## src/hw/dtmr_consts.svh

```systemverilog
`ifndef DTMR_CONSTS_SVH
`define DTMR_CONSTS_SVH

// ------------------------------------------------------------------
// special-purpose data memory addresses
// ------------------------------------------------------------------
`define DTMR_ADDR_T0_COUNT 8'h0D
`define DTMR_ADDR_T0_CTRL 8'h0E
`define DTMR_ADDR_T1_COUNT 8'h10
`define DTMR_ADDR_T1_CTRL 8'h11

// ------------------------------------------------------------------
// control register fields
// ------------------------------------------------------------------
`define DTMR_RUN_BIT 4
`define DTMR_SEL_MSB 2
`define DTMR_SEL_MAX 3'h7

// ------------------------------------------------------------------
// counts and reset values
// ------------------------------------------------------------------
`define DTMR_BASE_DIV_LAST 2'h3
`define DTMR_FULL_COUNT 8'hFF
`define DTMR_FULL_MASK 8'hFF
`define DTMR_RST_COUNT 8'h00
`define DTMR_RST_PRELOAD 8'h00
`define DTMR_RST_CTRL 8'h00
`define DTMR_RST_RDATA 8'h00
`define DTMR_RST_PS 8'h00
`define DTMR_RST_BASE 2'h0

`endif

```

## src/hw/dtmr_pkg.sv

```systemverilog
package dtmr_pkg;
  typedef logic [7:0] dtmr_byte_t;
  typedef logic [2:0] dtmr_sel_t;
  typedef logic [1:0] dtmr_base_t;
endpackage

```

## src/hw/dtmr_timers.sv

```systemverilog
`timescale 1ns/100ps
`default_nettype none
`include "dtmr_consts.svh"

// Behaviour
// two independent 8-bit up-only counters
// base count clock is system clock / 4
// control bits 2..0 pick prescaler ratio
// counter steps by one per prescaled pulse
// passing full count flags overflow, interrupt request
// overflow reloads preload, counting continues
// preload write while stopped loads counter too
// preload write while running waits for reload
// count register read returns present value
// reading count blocks timer clock that cycle
// preload zero gives full 256-step period
// control bit 4 runs or holds counter
// software writes bit6 one, bit7 zero
// request gated by interrupt enable bit
// software loads preload before starting timer
// ratio is two to the power n+1
// control bits 3, 5 stored, no effect
module dtmr_timers (
  // clock and reset
  input wire logic clk_sys,
  input wire logic nrst,
  // special-purpose data memory port
  input wire logic [7:0] sfrAddr,
  input wire logic sfrWe,
  input wire logic sfrRe,
  input wire logic [7:0] sfrWdata,
  output logic [7:0] sfrRdata,
  output logic sfrHit,
  // interrupt enables from the interrupt control register
  input wire logic [1:0] intEnable,
  // events
  output wire logic [1:0] ovfPulse,
  output wire logic [1:0] intReq
);

  // ------------------------------------------------------------------
  // helpers
  // ------------------------------------------------------------------
  function automatic logic isAddr(
    input logic [7:0] addr,
    input logic [7:0] target
  );
    isAddr = (addr == target);
  endfunction

  function automatic logic isMapped(input logic [7:0] addr);
    isMapped = isAddr(addr, `DTMR_ADDR_T0_COUNT) ||
               isAddr(addr, `DTMR_ADDR_T0_CTRL) ||
               isAddr(addr, `DTMR_ADDR_T1_COUNT) ||
               isAddr(addr, `DTMR_ADDR_T1_CTRL);
  endfunction

  // ------------------------------------------------------------------
  // shared divide-by-four base clock
  // ------------------------------------------------------------------
  dtmr_pkg::dtmr_base_t baseCnt_q;
  logic baseTick;

  always_ff @(posedge clk_sys or negedge nrst) begin
    if (!nrst) begin
      baseCnt_q <= `DTMR_RST_BASE;
    end else begin
      baseCnt_q <= baseCnt_q + 2'h1;
    end
  end

  // free-running, so both timers share one phase of the base clock
  assign baseTick = (baseCnt_q == `DTMR_BASE_DIV_LAST);

  // ------------------------------------------------------------------
  // per-timer views for the read mux
  // ------------------------------------------------------------------
  wire logic [1:0][7:0] countView;
  wire logic [1:0][7:0] ctrlView;

  // ------------------------------------------------------------------
  // the two timers
  // ------------------------------------------------------------------
  for (genvar i = 0; i < 2; i++) begin : gTmr
    localparam logic [7:0] CountAddr =
      (i == 0) ? `DTMR_ADDR_T0_COUNT : `DTMR_ADDR_T1_COUNT;
    localparam logic [7:0] CtrlAddr =
      (i == 0) ? `DTMR_ADDR_T0_CTRL : `DTMR_ADDR_T1_CTRL;

    dtmr_pkg::dtmr_byte_t ctrl_q;
    dtmr_pkg::dtmr_byte_t preload_q;
    dtmr_pkg::dtmr_byte_t count_q;
    dtmr_pkg::dtmr_byte_t count_d;
    dtmr_pkg::dtmr_byte_t reloadVal;
    logic ovf_q;
    logic intReq_q;
    logic ctrlWr;
    logic preWr;
    logic cntRead;
    logic run;
    logic psTick;
    logic cntTick;
    logic atFull;

    // ---------------------------------------------------------------
    // register decode
    // ---------------------------------------------------------------
    assign ctrlWr = sfrWe && isAddr(sfrAddr, CtrlAddr);
    assign preWr = sfrWe && isAddr(sfrAddr, CountAddr);
    assign cntRead = sfrRe && isAddr(sfrAddr, CountAddr);

    // ---------------------------------------------------------------
    // control register
    // ---------------------------------------------------------------
    // all eight bits stored; only run and rate steer the timer
    always_ff @(posedge clk_sys or negedge nrst) begin
      if (!nrst) begin
        ctrl_q <= `DTMR_RST_CTRL;
      end else if (ctrlWr) begin
        ctrl_q <= sfrWdata;
      end
    end

    assign run = ctrl_q[`DTMR_RUN_BIT];

    // ---------------------------------------------------------------
    // prescaler
    // ---------------------------------------------------------------
    dtmr_prescaler uPresc (
      .clk_sys(clk_sys),
      .nrst(nrst),
      .baseTick(baseTick),
      .run(run),
      .rateSel(ctrl_q[`DTMR_SEL_MSB:0]),
      .tick(psTick)
    );

    // a pulse landing in a read cycle is dropped, not deferred
    assign cntTick = psTick && !cntRead;

    // ---------------------------------------------------------------
    // preload register
    // ---------------------------------------------------------------
    always_ff @(posedge clk_sys or negedge nrst) begin
      if (!nrst) begin
        preload_q <= `DTMR_RST_PRELOAD;
      end else if (preWr) begin
        preload_q <= sfrWdata;
      end
    end

    // ---------------------------------------------------------------
    // counter
    // ---------------------------------------------------------------
    assign atFull = (count_q == `DTMR_FULL_COUNT);
    // a write coinciding with the reload already counts as current
    assign reloadVal = preWr ? sfrWdata : preload_q;

    always_comb begin
      count_d = count_q;
      if (preWr && !run) begin
        count_d = sfrWdata;
      end else if (cntTick) begin
        if (atFull) begin
          count_d = reloadVal;
        end else begin
          count_d = count_q + 8'h01;
        end
      end
    end

    // while running a preload write leaves the counter alone
    always_ff @(posedge clk_sys or negedge nrst) begin
      if (!nrst) begin
        count_q <= `DTMR_RST_COUNT;
      end else begin
        count_q <= count_d;
      end
    end

    // ---------------------------------------------------------------
    // overflow and interrupt request
    // ---------------------------------------------------------------
    always_ff @(posedge clk_sys or negedge nrst) begin
      if (!nrst) begin
        ovf_q <= 1'b0;
      end else begin
        ovf_q <= cntTick && atFull;
      end
    end

    always_ff @(posedge clk_sys or negedge nrst) begin
      if (!nrst) begin
        intReq_q <= 1'b0;
      end else begin
        intReq_q <= cntTick && atFull && intEnable[i];
      end
    end

    assign ovfPulse[i] = ovf_q;
    assign intReq[i] = intReq_q;
    assign countView[i] = count_q;
    assign ctrlView[i] = ctrl_q;
  end

  // ------------------------------------------------------------------
  // read data
  // ------------------------------------------------------------------
  // the count is sampled at the same edge that the read blocks it
  always_ff @(posedge clk_sys or negedge nrst) begin
    if (!nrst) begin
      sfrRdata <= `DTMR_RST_RDATA;
    end else if (sfrRe) begin
      if (isAddr(sfrAddr, `DTMR_ADDR_T0_COUNT)) begin
        sfrRdata <= countView[0];
      end else if (isAddr(sfrAddr, `DTMR_ADDR_T1_COUNT)) begin
        sfrRdata <= countView[1];
      end else if (isAddr(sfrAddr, `DTMR_ADDR_T0_CTRL)) begin
        sfrRdata <= ctrlView[0];
      end else if (isAddr(sfrAddr, `DTMR_ADDR_T1_CTRL)) begin
        sfrRdata <= ctrlView[1];
      end else begin
        sfrRdata <= `DTMR_RST_RDATA;
      end
    end
  end

  always_ff @(posedge clk_sys or negedge nrst) begin
    if (!nrst) begin
      sfrHit <= 1'b0;
    end else begin
      sfrHit <= sfrRe && isMapped(sfrAddr);
    end
  end

endmodule

`default_nettype wire

```

## src/hw/dtmr_prescaler.sv

```systemverilog
`timescale 1ns/100ps
`default_nettype none
`include "dtmr_consts.svh"

module dtmr_prescaler (
  // clock and reset
  input wire logic clk_sys,
  input wire logic nrst,
  // control
  input wire logic baseTick,
  input wire logic run,
  input wire dtmr_pkg::dtmr_sel_t rateSel,
  // output
  output logic tick
);

  dtmr_pkg::dtmr_byte_t psCnt_q;
  dtmr_pkg::dtmr_byte_t psMask;

  // ratio 2^(n+1): low n+1 bits all ones marks the last base tick
  function automatic dtmr_pkg::dtmr_byte_t rateMask(
    input dtmr_pkg::dtmr_sel_t sel
  );
    rateMask = `DTMR_FULL_MASK >> (`DTMR_SEL_MAX - sel);
  endfunction

  assign psMask = rateMask(rateSel);

  // held clear while stopped so the first period after start is whole
  always_ff @(posedge clk_sys or negedge nrst) begin
    if (!nrst) begin
      psCnt_q <= `DTMR_RST_PS;
    end else if (!run) begin
      psCnt_q <= `DTMR_RST_PS;
    end else if (baseTick) begin
      psCnt_q <= psCnt_q + 8'h01;
    end
  end

  assign tick = run && baseTick && ((psCnt_q & psMask) == psMask);

endmodule

`default_nettype wire

```

## config.mk

```make
export PLATFORM = sky130hd
export DESIGN_NAME = dtmr_timers
export DESIGN_NICKNAME = d
export VERILOG_FILES = /design/src/hw/dtmr_pkg.sv /design/src/hw/dtmr_timers.sv /design/src/hw/dtmr_prescaler.sv
export VERILOG_INCLUDE_DIRS = /design/src /design/src/hw
export SDC_FILE = /design/constraint.sdc
export NUM_CORES = 1
export LEC_CHECK = 0
export ABC_AREA = 0
export BUFFER_PORTS_ARGS = -buffer_cell sky130_fd_sc_hd__clkbuf_2
export CAP_MARGIN = 5
export CORE_UTILIZATION = 55
export CTS_CLUSTER_SIZE = 25
export DETAILED_ROUTE_END_ITERATION = 7
export PLACE_DENSITY_LB_ADDON = 0.2
export SYNTH_ARGS = -nofsm -noshare
export SYNTH_HDL_FRONTEND = slang
export SYNTH_SLANG_ARGS = --single-unit
export TNS_END_PERCENT = 30
```

## constraint.sdc

```tcl
create_clock -name clk_sys -period 2.5 [get_ports clk_sys]
set_input_delay 0.5 -clock clk_sys [delete_from_list [all_inputs] [get_ports clk_sys]]
set_output_delay 0.5 -clock clk_sys [all_outputs]
set_load 0.05 [all_outputs]
```

Word level (Yosys, flattened, before mapping)
Index checks and enable logic that the tools add are counted.
Cells by class
  add/subtract/negate cells: 7
  eq/ne operators: 11
  shift-type cells: 2
  muxes and demuxes: 16
  bitwise gates (word level): 2
  reduce and logical (&&, ||, !) cells: 28
Operators by type and width (number)
  8-bit two-way mux: 16
  8-bit by 1-bit adder with 8-bit output (second input constant): 4
  1-bit logical AND: 19
  8-bit bitwise AND: 2
  8-bit by 4-bit equality test with 1-bit output (second input constant): 2
  8-bit by 5-bit equality test with 1-bit output (second input constant): 2
  8-bit equality test: 2
  8-bit equality test (second input constant): 2
  8-bit by 3-bit right shift with 8-bit output (first input constant): 2
  3-bit subtractor (first input constant): 2
  1-bit logical NOT: 4
  2-bit by 1-bit != test with 1-bit output (second input constant): 2
  2-bit nonzero test: 2
  1-bit logical OR: 3
  2-bit by 1-bit adder with 2-bit output (second input constant): 1
  2-bit equality test (second input constant): 1
Word-level totals
  register bits after elaboration: 79
  output and inout bits: 13

Depth between registers and ports, before layout
Gate-level depths: netlist (run 1).
  depth in word-level cells: 8
  depth in mapped cells: 8
  gate-level depth less buffers: 7

By module
From an unflattened synthesis (run 1), not the netlist that was laid out.
Second synthesis, totals
  cell total of the unflattened synthesis: 373
  area total of the unflattened synthesis: 4105.2 µm²
By module, submodules not included
  dtmr_timers: times used 1, cells an instance 283, area an instance 3184.3 µm², seq. area each 1576.5 µm²
  dtmr_prescaler: times used 2, cells an instance 45, area an instance 460.4 µm², seq. area each 200.2 µm²

Least setup slack after synthesis (run 1)
Ideal clock, no wire load.
  path type: input port to flip-flop
  start point: input sfrAddr[5]
  end point: register gTmr[0].count_q[3]
  arrival time: 2365 ps
  required time: 2374 ps
  path slack: 9 ps
  cell stages on the path: 7
  path through: or4b_4 > or4b_4 > buf_6 > mux2_4 > nand2_1 > a21oi_1 > a221o_1
Between the ends
  longest elaborated chain between the ends: 6
RTL lines
  from (decl): line dtmr_timers.sv:28  | input wire logic [7:0] sfrAddr,
  8-bit by 4-bit equality test with 1-bit output: line dtmr_timers.sv:48  | isAddr = (addr == target);
  1-bit logical AND: line dtmr_timers.sv:109  | assign preWr = sfrWe && isAddr(sfrAddr, CountAddr);
  8-bit two-way mux
  named net gTmr[0].reloadVal[3]: line dtmr_timers.sv:94  | dtmr_pkg::dtmr_byte_t reloadVal;
  8-bit two-way mux: line dtmr_timers.sv:164  | if (atFull) begin
  8-bit two-way mux: line dtmr_timers.sv:163  | end else if (cntTick) begin
  8-bit two-way mux: line dtmr_timers.sv:161  | if (preWr && !run) begin
  to (signal assigned): line dtmr_timers.sv:175  | count_q <= `DTMR_RST_COUNT;
  to (signal assigned): line dtmr_timers.sv:177  | count_q <= count_d;
  to (decl): line dtmr_timers.sv:92  | dtmr_pkg::dtmr_byte_t count_q;
The timed path passes the listed nets, and every way through them passes these cells. The select of a mux whose other input is x is not followed.
A chain may end at the register's enable or synchronous reset.

Worst setup path after layout (run 1)
  start point: input sfrAddr[0]
  end point: register gTmr[1].count_q[5]
Between the ends
  longest elaborated chain between the ends: 6
RTL lines (line)
  8-bit by 5-bit equality test with 1-bit output: dtmr_timers.sv:48
  1-bit logical AND: dtmr_timers.sv:109
  8-bit two-way mux
  named net gTmr[1].reloadVal[5]: dtmr_timers.sv:94
  8-bit two-way mux: dtmr_timers.sv:164
  8-bit two-way mux: dtmr_timers.sv:163
  8-bit two-way mux: dtmr_timers.sv:161
  to (signal assigned): dtmr_timers.sv:175
  to (signal assigned): dtmr_timers.sv:177
  to (decl): dtmr_timers.sv:92
The timed path passes the listed nets, and every way through them passes these cells. The select of a mux whose other input is x is not followed.

==> results by group, run 1 <==
Placed design
  – GP Congestion: 0.869
  – Setup WS pre-CTS: -0.138 ns
  – Placed Cells: 515
  – Post-DP HPWL: roughly 6700 µm
  – PortBufs: 34
  – DP Area: 4370 µm²

Timing
  – Final period util: 0.908
  – PnR worst setup slack: 0.230 ns
  – Final hold vios: 0
  – Final setup viols: 0
  – Tightest Pin Transition: 0.620 ns
  – RSZ-0062 raised after global routing: false
  – Total negative slack: 0 ns
  – Fmax: 0.441 GHz
  – Slew Viols, Final: 0
  – Relative slew margins: 0.586
  – Crit path time final: 2.27 ns
  – Worst Skew: about 0.015 ns

Route
  – Post-DR wirelength/cell: 17.5 µm
  – DR iter-0 viols: 270
  – Vias per cell: 6.03
  – Total wire length: about 9300 µm
  – Antenna Nets Post-Route: 0
  – DRC viols: 0
  – First-pass detailed-route iteration total: 5
  – Via count: 3200

Floorplan
  – Initial core utilization: 0.575
  – I/O Pins: 35
  – Core footprint: 6870 µm²
  – Number of core rows: 30
  – Die area: 7520 µm²
  – Die span in y: a little under 90 µm
  – Die width: 86.7 µm

Clock network
  – Post-CTS setup buffer count: 0
  – CTS Buf Count: 9
  – H-tree depth: 3
  – Clock input transition at the sequential cells of the worst setup and hold paths: 0.09 ns
  – Root Driver: clkbuf_8
  – Clk sinks: a little under 80
  – Clk buf depth: 2
  – Hold buffer count at cts: 0
  – Post-CTS sizing: 0
  – CTS tree: built
  – Clock Latency Late Sink: 0.36 ns

Synth
  – Area contributors post-synth: dfrtp_1 (50%), mux2_2 (6.3%), nand2_1 (4.1%), a21oi_1 (3.2%), xnor2_1 (2.4%)
  – Synth warnings: 0
  – Main flop type after synthesis: dfrtp_1
  – Synthesized area: 3950 µm²
  – Register area share after synthesis: 0.501
  – Post-synth EDFFs: 0
  – #FFs+latches synth: 79
  – Synth Instances: around 370
  – Cell variety after synth: 53
  – Synth area leader: dfrtp_1
  – Asr flop ratio synth: 1.00
  – Syn nets: 399
  – Post-synth top area share: 0.501
  – Mean Syn Cell Area: approximately 11 µm²

Finish
  – Sequential cell area: slightly below 2000 µm²
  – Design area: ~4600 µm²
  – Antenna Cells: 0
  – Fillers: 549
  – Synth-to-Final Area Change: 16.0%
  – Share of cells above drive strength 1: 0.260
  – Multi-input combinational cell area: 1850 µm²
  – Final Non-Filler Cells: 531
  – Final net count: 457
  – Final Util: 0.667

GRT
  – First-pass GRT wire length: about 16000 µm
  – Antenna violations before repair: 0
  – GR Overflow Total: 0
  – GRT Util Overall: 0.274
  – Vias in the first global route: approximately 3200
  – Largest net degree at the start of global routing: between 40 and 50

Power
  – VDD IR max: 0.340 mV
  – Pwr per Cell Area: between 500 and 600 nW/µm²
  – Leak: 2.14 nW

Status
  – Status: complete, no violations

Setup path
  – Startpoint class of the critical path: input port
  – Peak fanout along the critical path: 9
  – CP endpoint kind: flop
  – Crit path required time: 2.74 ns
  – Critical path arrival: 2.51 ns
  – WS Path Type: input port to flop

Flow run
  – MaxCap Viol Count: 0

Hold path
  – Hold Crit Class: input port to asynchronous set/reset pin
[routing by layer]
metal	routed length, µm	global-route usage	vias to the layer above
met3	517	0.0648	21
met5	0	0	-
met2	4400	0.429	103
met1	4240	0.367	1602
met4	166	0.115	0
li1	-	-	1474
[cell usage after synthesis, drive strengths merged (2+ instances only)]
| master | count |
|---|---|
| a31oi | 3 |
| or3 | 3 |
| xor2 | 6 |
| a211oi | 2 |
| nor2b | 4 |
| a21oi | 25 |
| nor2 | 23 |
| a21o | 2 |
| clkbuf | 5 |
| buf | 10 |
| nand2 | 43 |
| and2 | 14 |
| inv | 9 |
| or4b | 3 |
| mux2i | 5 |
| and3 | 4 |
| a222oi | 8 |
| or2 | 3 |
| xnor2 | 11 |
| or4 | 2 |
| nand2b | 4 |
| mux2 | 27 |
| nand3 | 8 |
| dfrtp | 79 |
| o21ai | 14 |
| ha | 5 |
| o22ai | 9 |
| a22oi | 2 |
| nand4 | 7 |
| a221o | 9 |
| a21boi | 2 |
| o211ai | 4 |
| nor3 | 4 |
| o21bai | 2 |
[registers in the layout, summed over array words and instances (netlist names)]
| register | count |
|---|---|
| baseCnt_q | 2 |
| gTmr.count_q | 16 |
| gTmr.preload_q | 16 |
| gTmr.ctrl_q | 16 |
| sfrRdata | 8 |
| gTmr.intReq_q | 2 |
| gTmr.ovf_q | 2 |
| gTmr.uPresc.psCnt_q | 16 |
| sfrHit | 1 |
[placed cells by master, fill, tap and decap left out, types with 3 or more instances in the layout]
cell and n:
and2_1 14, dfrtp_1 79, clkbuf_2 33, o21ai_0 13
nand2b_1 4, or2_2 3, buf_4 28, mux2i_1 5
a221o_1 9, a21oi_1 25, nand3_1 7, nand4_1 7
nor2b_1 4, mux2_4 5, o22ai_1 9, and3_1 4
inv_1 9, a31oi_1 3, nor2_1 21, a222oi_1 8
mux2_2 22, o211ai_1 4, nand2_1 43, clkbuf_8 10
xnor2_1 11, or3_1 3, nor3_1 4, xor2_1 6
ha_1 5
[power breakdown]
group / total [mW] / switching [mW] / internal [mW]
clock: 0.987 / 0.493 / 0.494
sequential: 1.37 / 0.0425 / 1.32
combinational: 0.215 / 0.134 / 0.0811
[worst max-delay path: stages]
cell,delay [ns]
clkbuf_2,0.11
or4_1,0.57
or3_1,0.34
buf_4,0.21
mux2_2,0.30
mux2i_1,0.15
nor2_1,0.06
a221o_1,0.26
[path summary, 6_finish.rpt]
kind	slack [ns]	depth (start not counted)	from	endpoint
max	0.23	8	sfrAddr[0]	gTmr[1].count_q[5]
min	0.09	1	nrst	gTmr[0].uPresc.psCnt_q[6]
max reg2reg	0.30	7	baseCnt_q[0]	gTmr[0].count_q[1]
min reg2reg	0.42	1	baseCnt_q[0]	baseCnt_q[0]
max in group asynchronous	1.81	2	nrst	gTmr[0].ctrl_q[7]
min in group clk_sys	0.36	2	intEnable[1]	gTmr[1].intReq_q
[logic make-up (layout without fill, tap and decap cells)]
group,Yosys count,count (layout),synth area share
AO/OA/AOI/OAI,89,89,0.154
XOR/XNOR,17,17,0.0377
adder cells (fa/ha/maj),5,5,0.0158
buffers and inverters,24,87,0.0311
flip-flops,79,79,0.501
multiplexers,32,32,0.0945
AND/OR/NAND/NOR,126,126,0.166
[area by class of cell]
class / count / share of cell area
Tap cell: 96 / 0.0262
Clock inverter: 6 / 0.0148
Inverter: 9 / 0.00738
Timing Repair Buffer: 62 / 0.0863
Clock buffer: 10 / 0.0301
Multi-Input combinational cell: 269 / 0.404
Sequential cell: 79 / 0.432
[stage by stage]
step                      hold slack, ns  power (mW)
after global routing               0.110        2.67
after global placement             0.412        1.60
final                             0.0872        2.57
after floorplan                    0.204        1.49
after CTS                         0.0955        2.58
after detailed placement           0.418        1.60
(Power assumes the default switching activity.)
==> inputs of run 2 (changes only) <==
--- a/config.mk
+++ b/config.mk
@@ -12,7 +12,7 @@
 export CORE_UTILIZATION = 55
 export CTS_CLUSTER_SIZE = 25
 export DETAILED_ROUTE_END_ITERATION = 7
-export PLACE_DENSITY_LB_ADDON = 0.2
+export PLACE_DENSITY = 0.72
 export SYNTH_ARGS = -nofsm -noshare
 export SYNTH_HDL_FRONTEND = slang
 export SYNTH_SLANG_ARGS = --single-unit
==> run 2 against run 1 <==
Net effect:
- die area unchanged
- clock skew down 0.0041 ns
- final cell count up 0.75%
- worst setup slack worse by 0.031 ns
==> results by group, run 2 (synthesis gave the netlist of run 1 again) <==
Setup path
  – FF-to-FF Start: gTmr[1].ctrl_q[0]
  – R2R Setup Slk: ~0.4 ns
  – Startpoint class of the critical path: input port
  – Peak fanout along the critical path: 6
  – Worst r2r path cells: 7
  – Critical path arrival: ~2.5 ns
  – CP endpoint kind: flop
  – Crit path required time: 2.74 ns
  – FF-to-FF End: gTmr[1].count_q[4]
  – WS Path Type: input port to flop

Route
  – Post-DR wirelength/cell: 17.0 µm
  – Via count: 3201
  – DR iter-0 viols: 247
  – Vias per cell: 5.98
  – Total wire length: between 9000 and 10000 µm
  – DRC viols: 0
  – Antenna Nets Post-Route: 0
  – First-pass detailed-route iteration total: 6

Finish
  – Share of cells above drive strength 1: 0.262
  – Final Util: 0.668
  – Commonest cells after routing, fill and taps aside: dfrtp_1 (79), nand2_1 (43), clkbuf_2 (33), buf_4 (33), a21oi_1 (25)
  – Synth-to-Final Area Change: 16.3%
  – Antenna Cells: 0
  – Final net count: 462
  – Most common cell after layout, fill and taps aside: dfrtp_1
  – Design area: 4590 µm²

GRT
  – Largest net degree at the start of global routing: 36
  – Grt peak-use layer: met2
  – GR Overflow Total: 0
  – First-pass GRT wire length: 15300 µm
  – Antenna violations before repair: 0
  – M2 GR Usage: 0.434
  – GRT Util Overall: 0.267
  – Vias in the first global route: ~3100
  – M1 GR Usage: 0.360
  – GR Layer Usage met3: 0.0590

Clock network
  – Post-CTS sizing: 0
  – Clock Latency Late Sink: ~0.35 ns
  – Clock input transition at the sequential cells of the worst setup and hold paths: 0.08 ns
  – Clk buf depth: 2
  – H-tree depth: 3
  – Clk sinks: 79
  – Hold buffer count at cts: 0
  – Root Driver: clkbuf_8
  – Post-CTS setup buffer count: 0
  – CTS Buf Count: 9
  – CTS tree: built

Timing
  – Slew Viols, Final: 0
  – Final hold vios: 0
  – Tightest Pin Transition: 0.562 ns
  – Final setup viols: 0
  – RSZ-0062 raised after global routing: false
  – Crit path time final: 2.30 ns
  – Relative slew margins: 0.625
  – Fmax: 0.435 GHz
  – Final period util: 0.920
  – Worst Skew: 0.0108 ns

Power
  – Pwr per Cell Area: 538 nW/µm²
  – Leak: 2.16 nW
  – VDD IR max: around 0.33 mV

Floorplan
  – Number of core rows: 30
  – Die width: 86.7 µm
  – Initial core utilization: 0.575
  – Core footprint: 6870 µm²
  – I/O Pins: 35
  – Die area: 7520 µm²
  – Die span in y: 86.7 µm

Placed design
  – PortBufs: 34
  – Post-DP HPWL: approximately 6800 µm
  – DP Area: 4410 µm²
  – GP Congestion: 0.878

Hold path
  – Hold Crit Class: input port to asynchronous set/reset pin

Flow run
  – MaxCap Viol Count: 0

Status
  – Status: complete, no violations
## run 2: cell count changes in the layout (fill, tap and decap cells not counted), sizes merged
cell,before,now
clkbuf,43,44
clkinv,1,2
inv,11,9
buf,29,34
clkinvlp,2,1
## run 2: stage by stage
step / hold slack [ns] / instances / setup TNS [ns] / setup WS [ns] / power [mW]
global route: 0.103 / 535 / 0 / 0.141 / 2.57
CTS: 0.0907 / 535 / 0 / 0.220 / 2.50
detailed placement: 0.415 / 520 / -1.14 / -0.174 / 1.61
floorplan: 0.204 / 372 / 0 / 0.00869 / 1.49
finish: 0.0911 / 535 / 0 / 0.199 / 2.47
global placement: 0.412 / 520 / -0.719 / -0.124 / 1.60
## run 2: final cells by class
class | instances | area [µm²]
Clock inverter | 4 | 47.5
Sequential cell | 79 | 1980
Clock buffer | 11 | 131
Inverter | 9 | 33.8
Timing Repair Buffer | 67 | 433
Multi-Input combinational cell | 269 | 1850
Tap cell | 96 | 120
Fill cell | 581 | 2280
## run 2: where the power goes
group | internal [mW] | leakage (nW) | switching (mW) | total (mW)
sequential | 1.32 | 1.07 | 0.0433 | 1.37
clock | 0.453 | 0.0892 | 0.434 | 0.888
combinational | 0.0813 | 0.996 | 0.135 | 0.216
total | 1.86 | 2.16 | 0.612 | 2.47
## run 2: worst max path at each step
stage | from | endpoint | cells past startpoint
after floorplan | sfrAddr[5] | gTmr[0].count_q[3] | 7
after global placement | sfrAddr[5] | gTmr[0].count_q[7] | 6
after detailed placement | sfrAddr[5] | gTmr[0].count_q[7] | 6
after CTS | sfrAddr[5] | gTmr[0].count_q[7] | 6
after global routing | sfrAddr[7] | gTmr[1].count_q[2] | 9
final | sfrAddr[5] | gTmr[0].count_q[7] | 6
## run 2: worst max-delay path, cell delays in order
cell	delay (ns)
clkbuf_2	0.10
or4b_4	0.54
or4b_4	0.59
mux2_4	0.33
o2111a_1	0.23
a221o_1	0.25
## run 2: metal layers
layer,wire length (µm),part of all wire,up-vias
met5,0,0,-
met4,85,0.0093,0
met3,521,0.057,12
met2,4380,0.48,121
met1,4130,0.45,1588
li1,-,-,1480
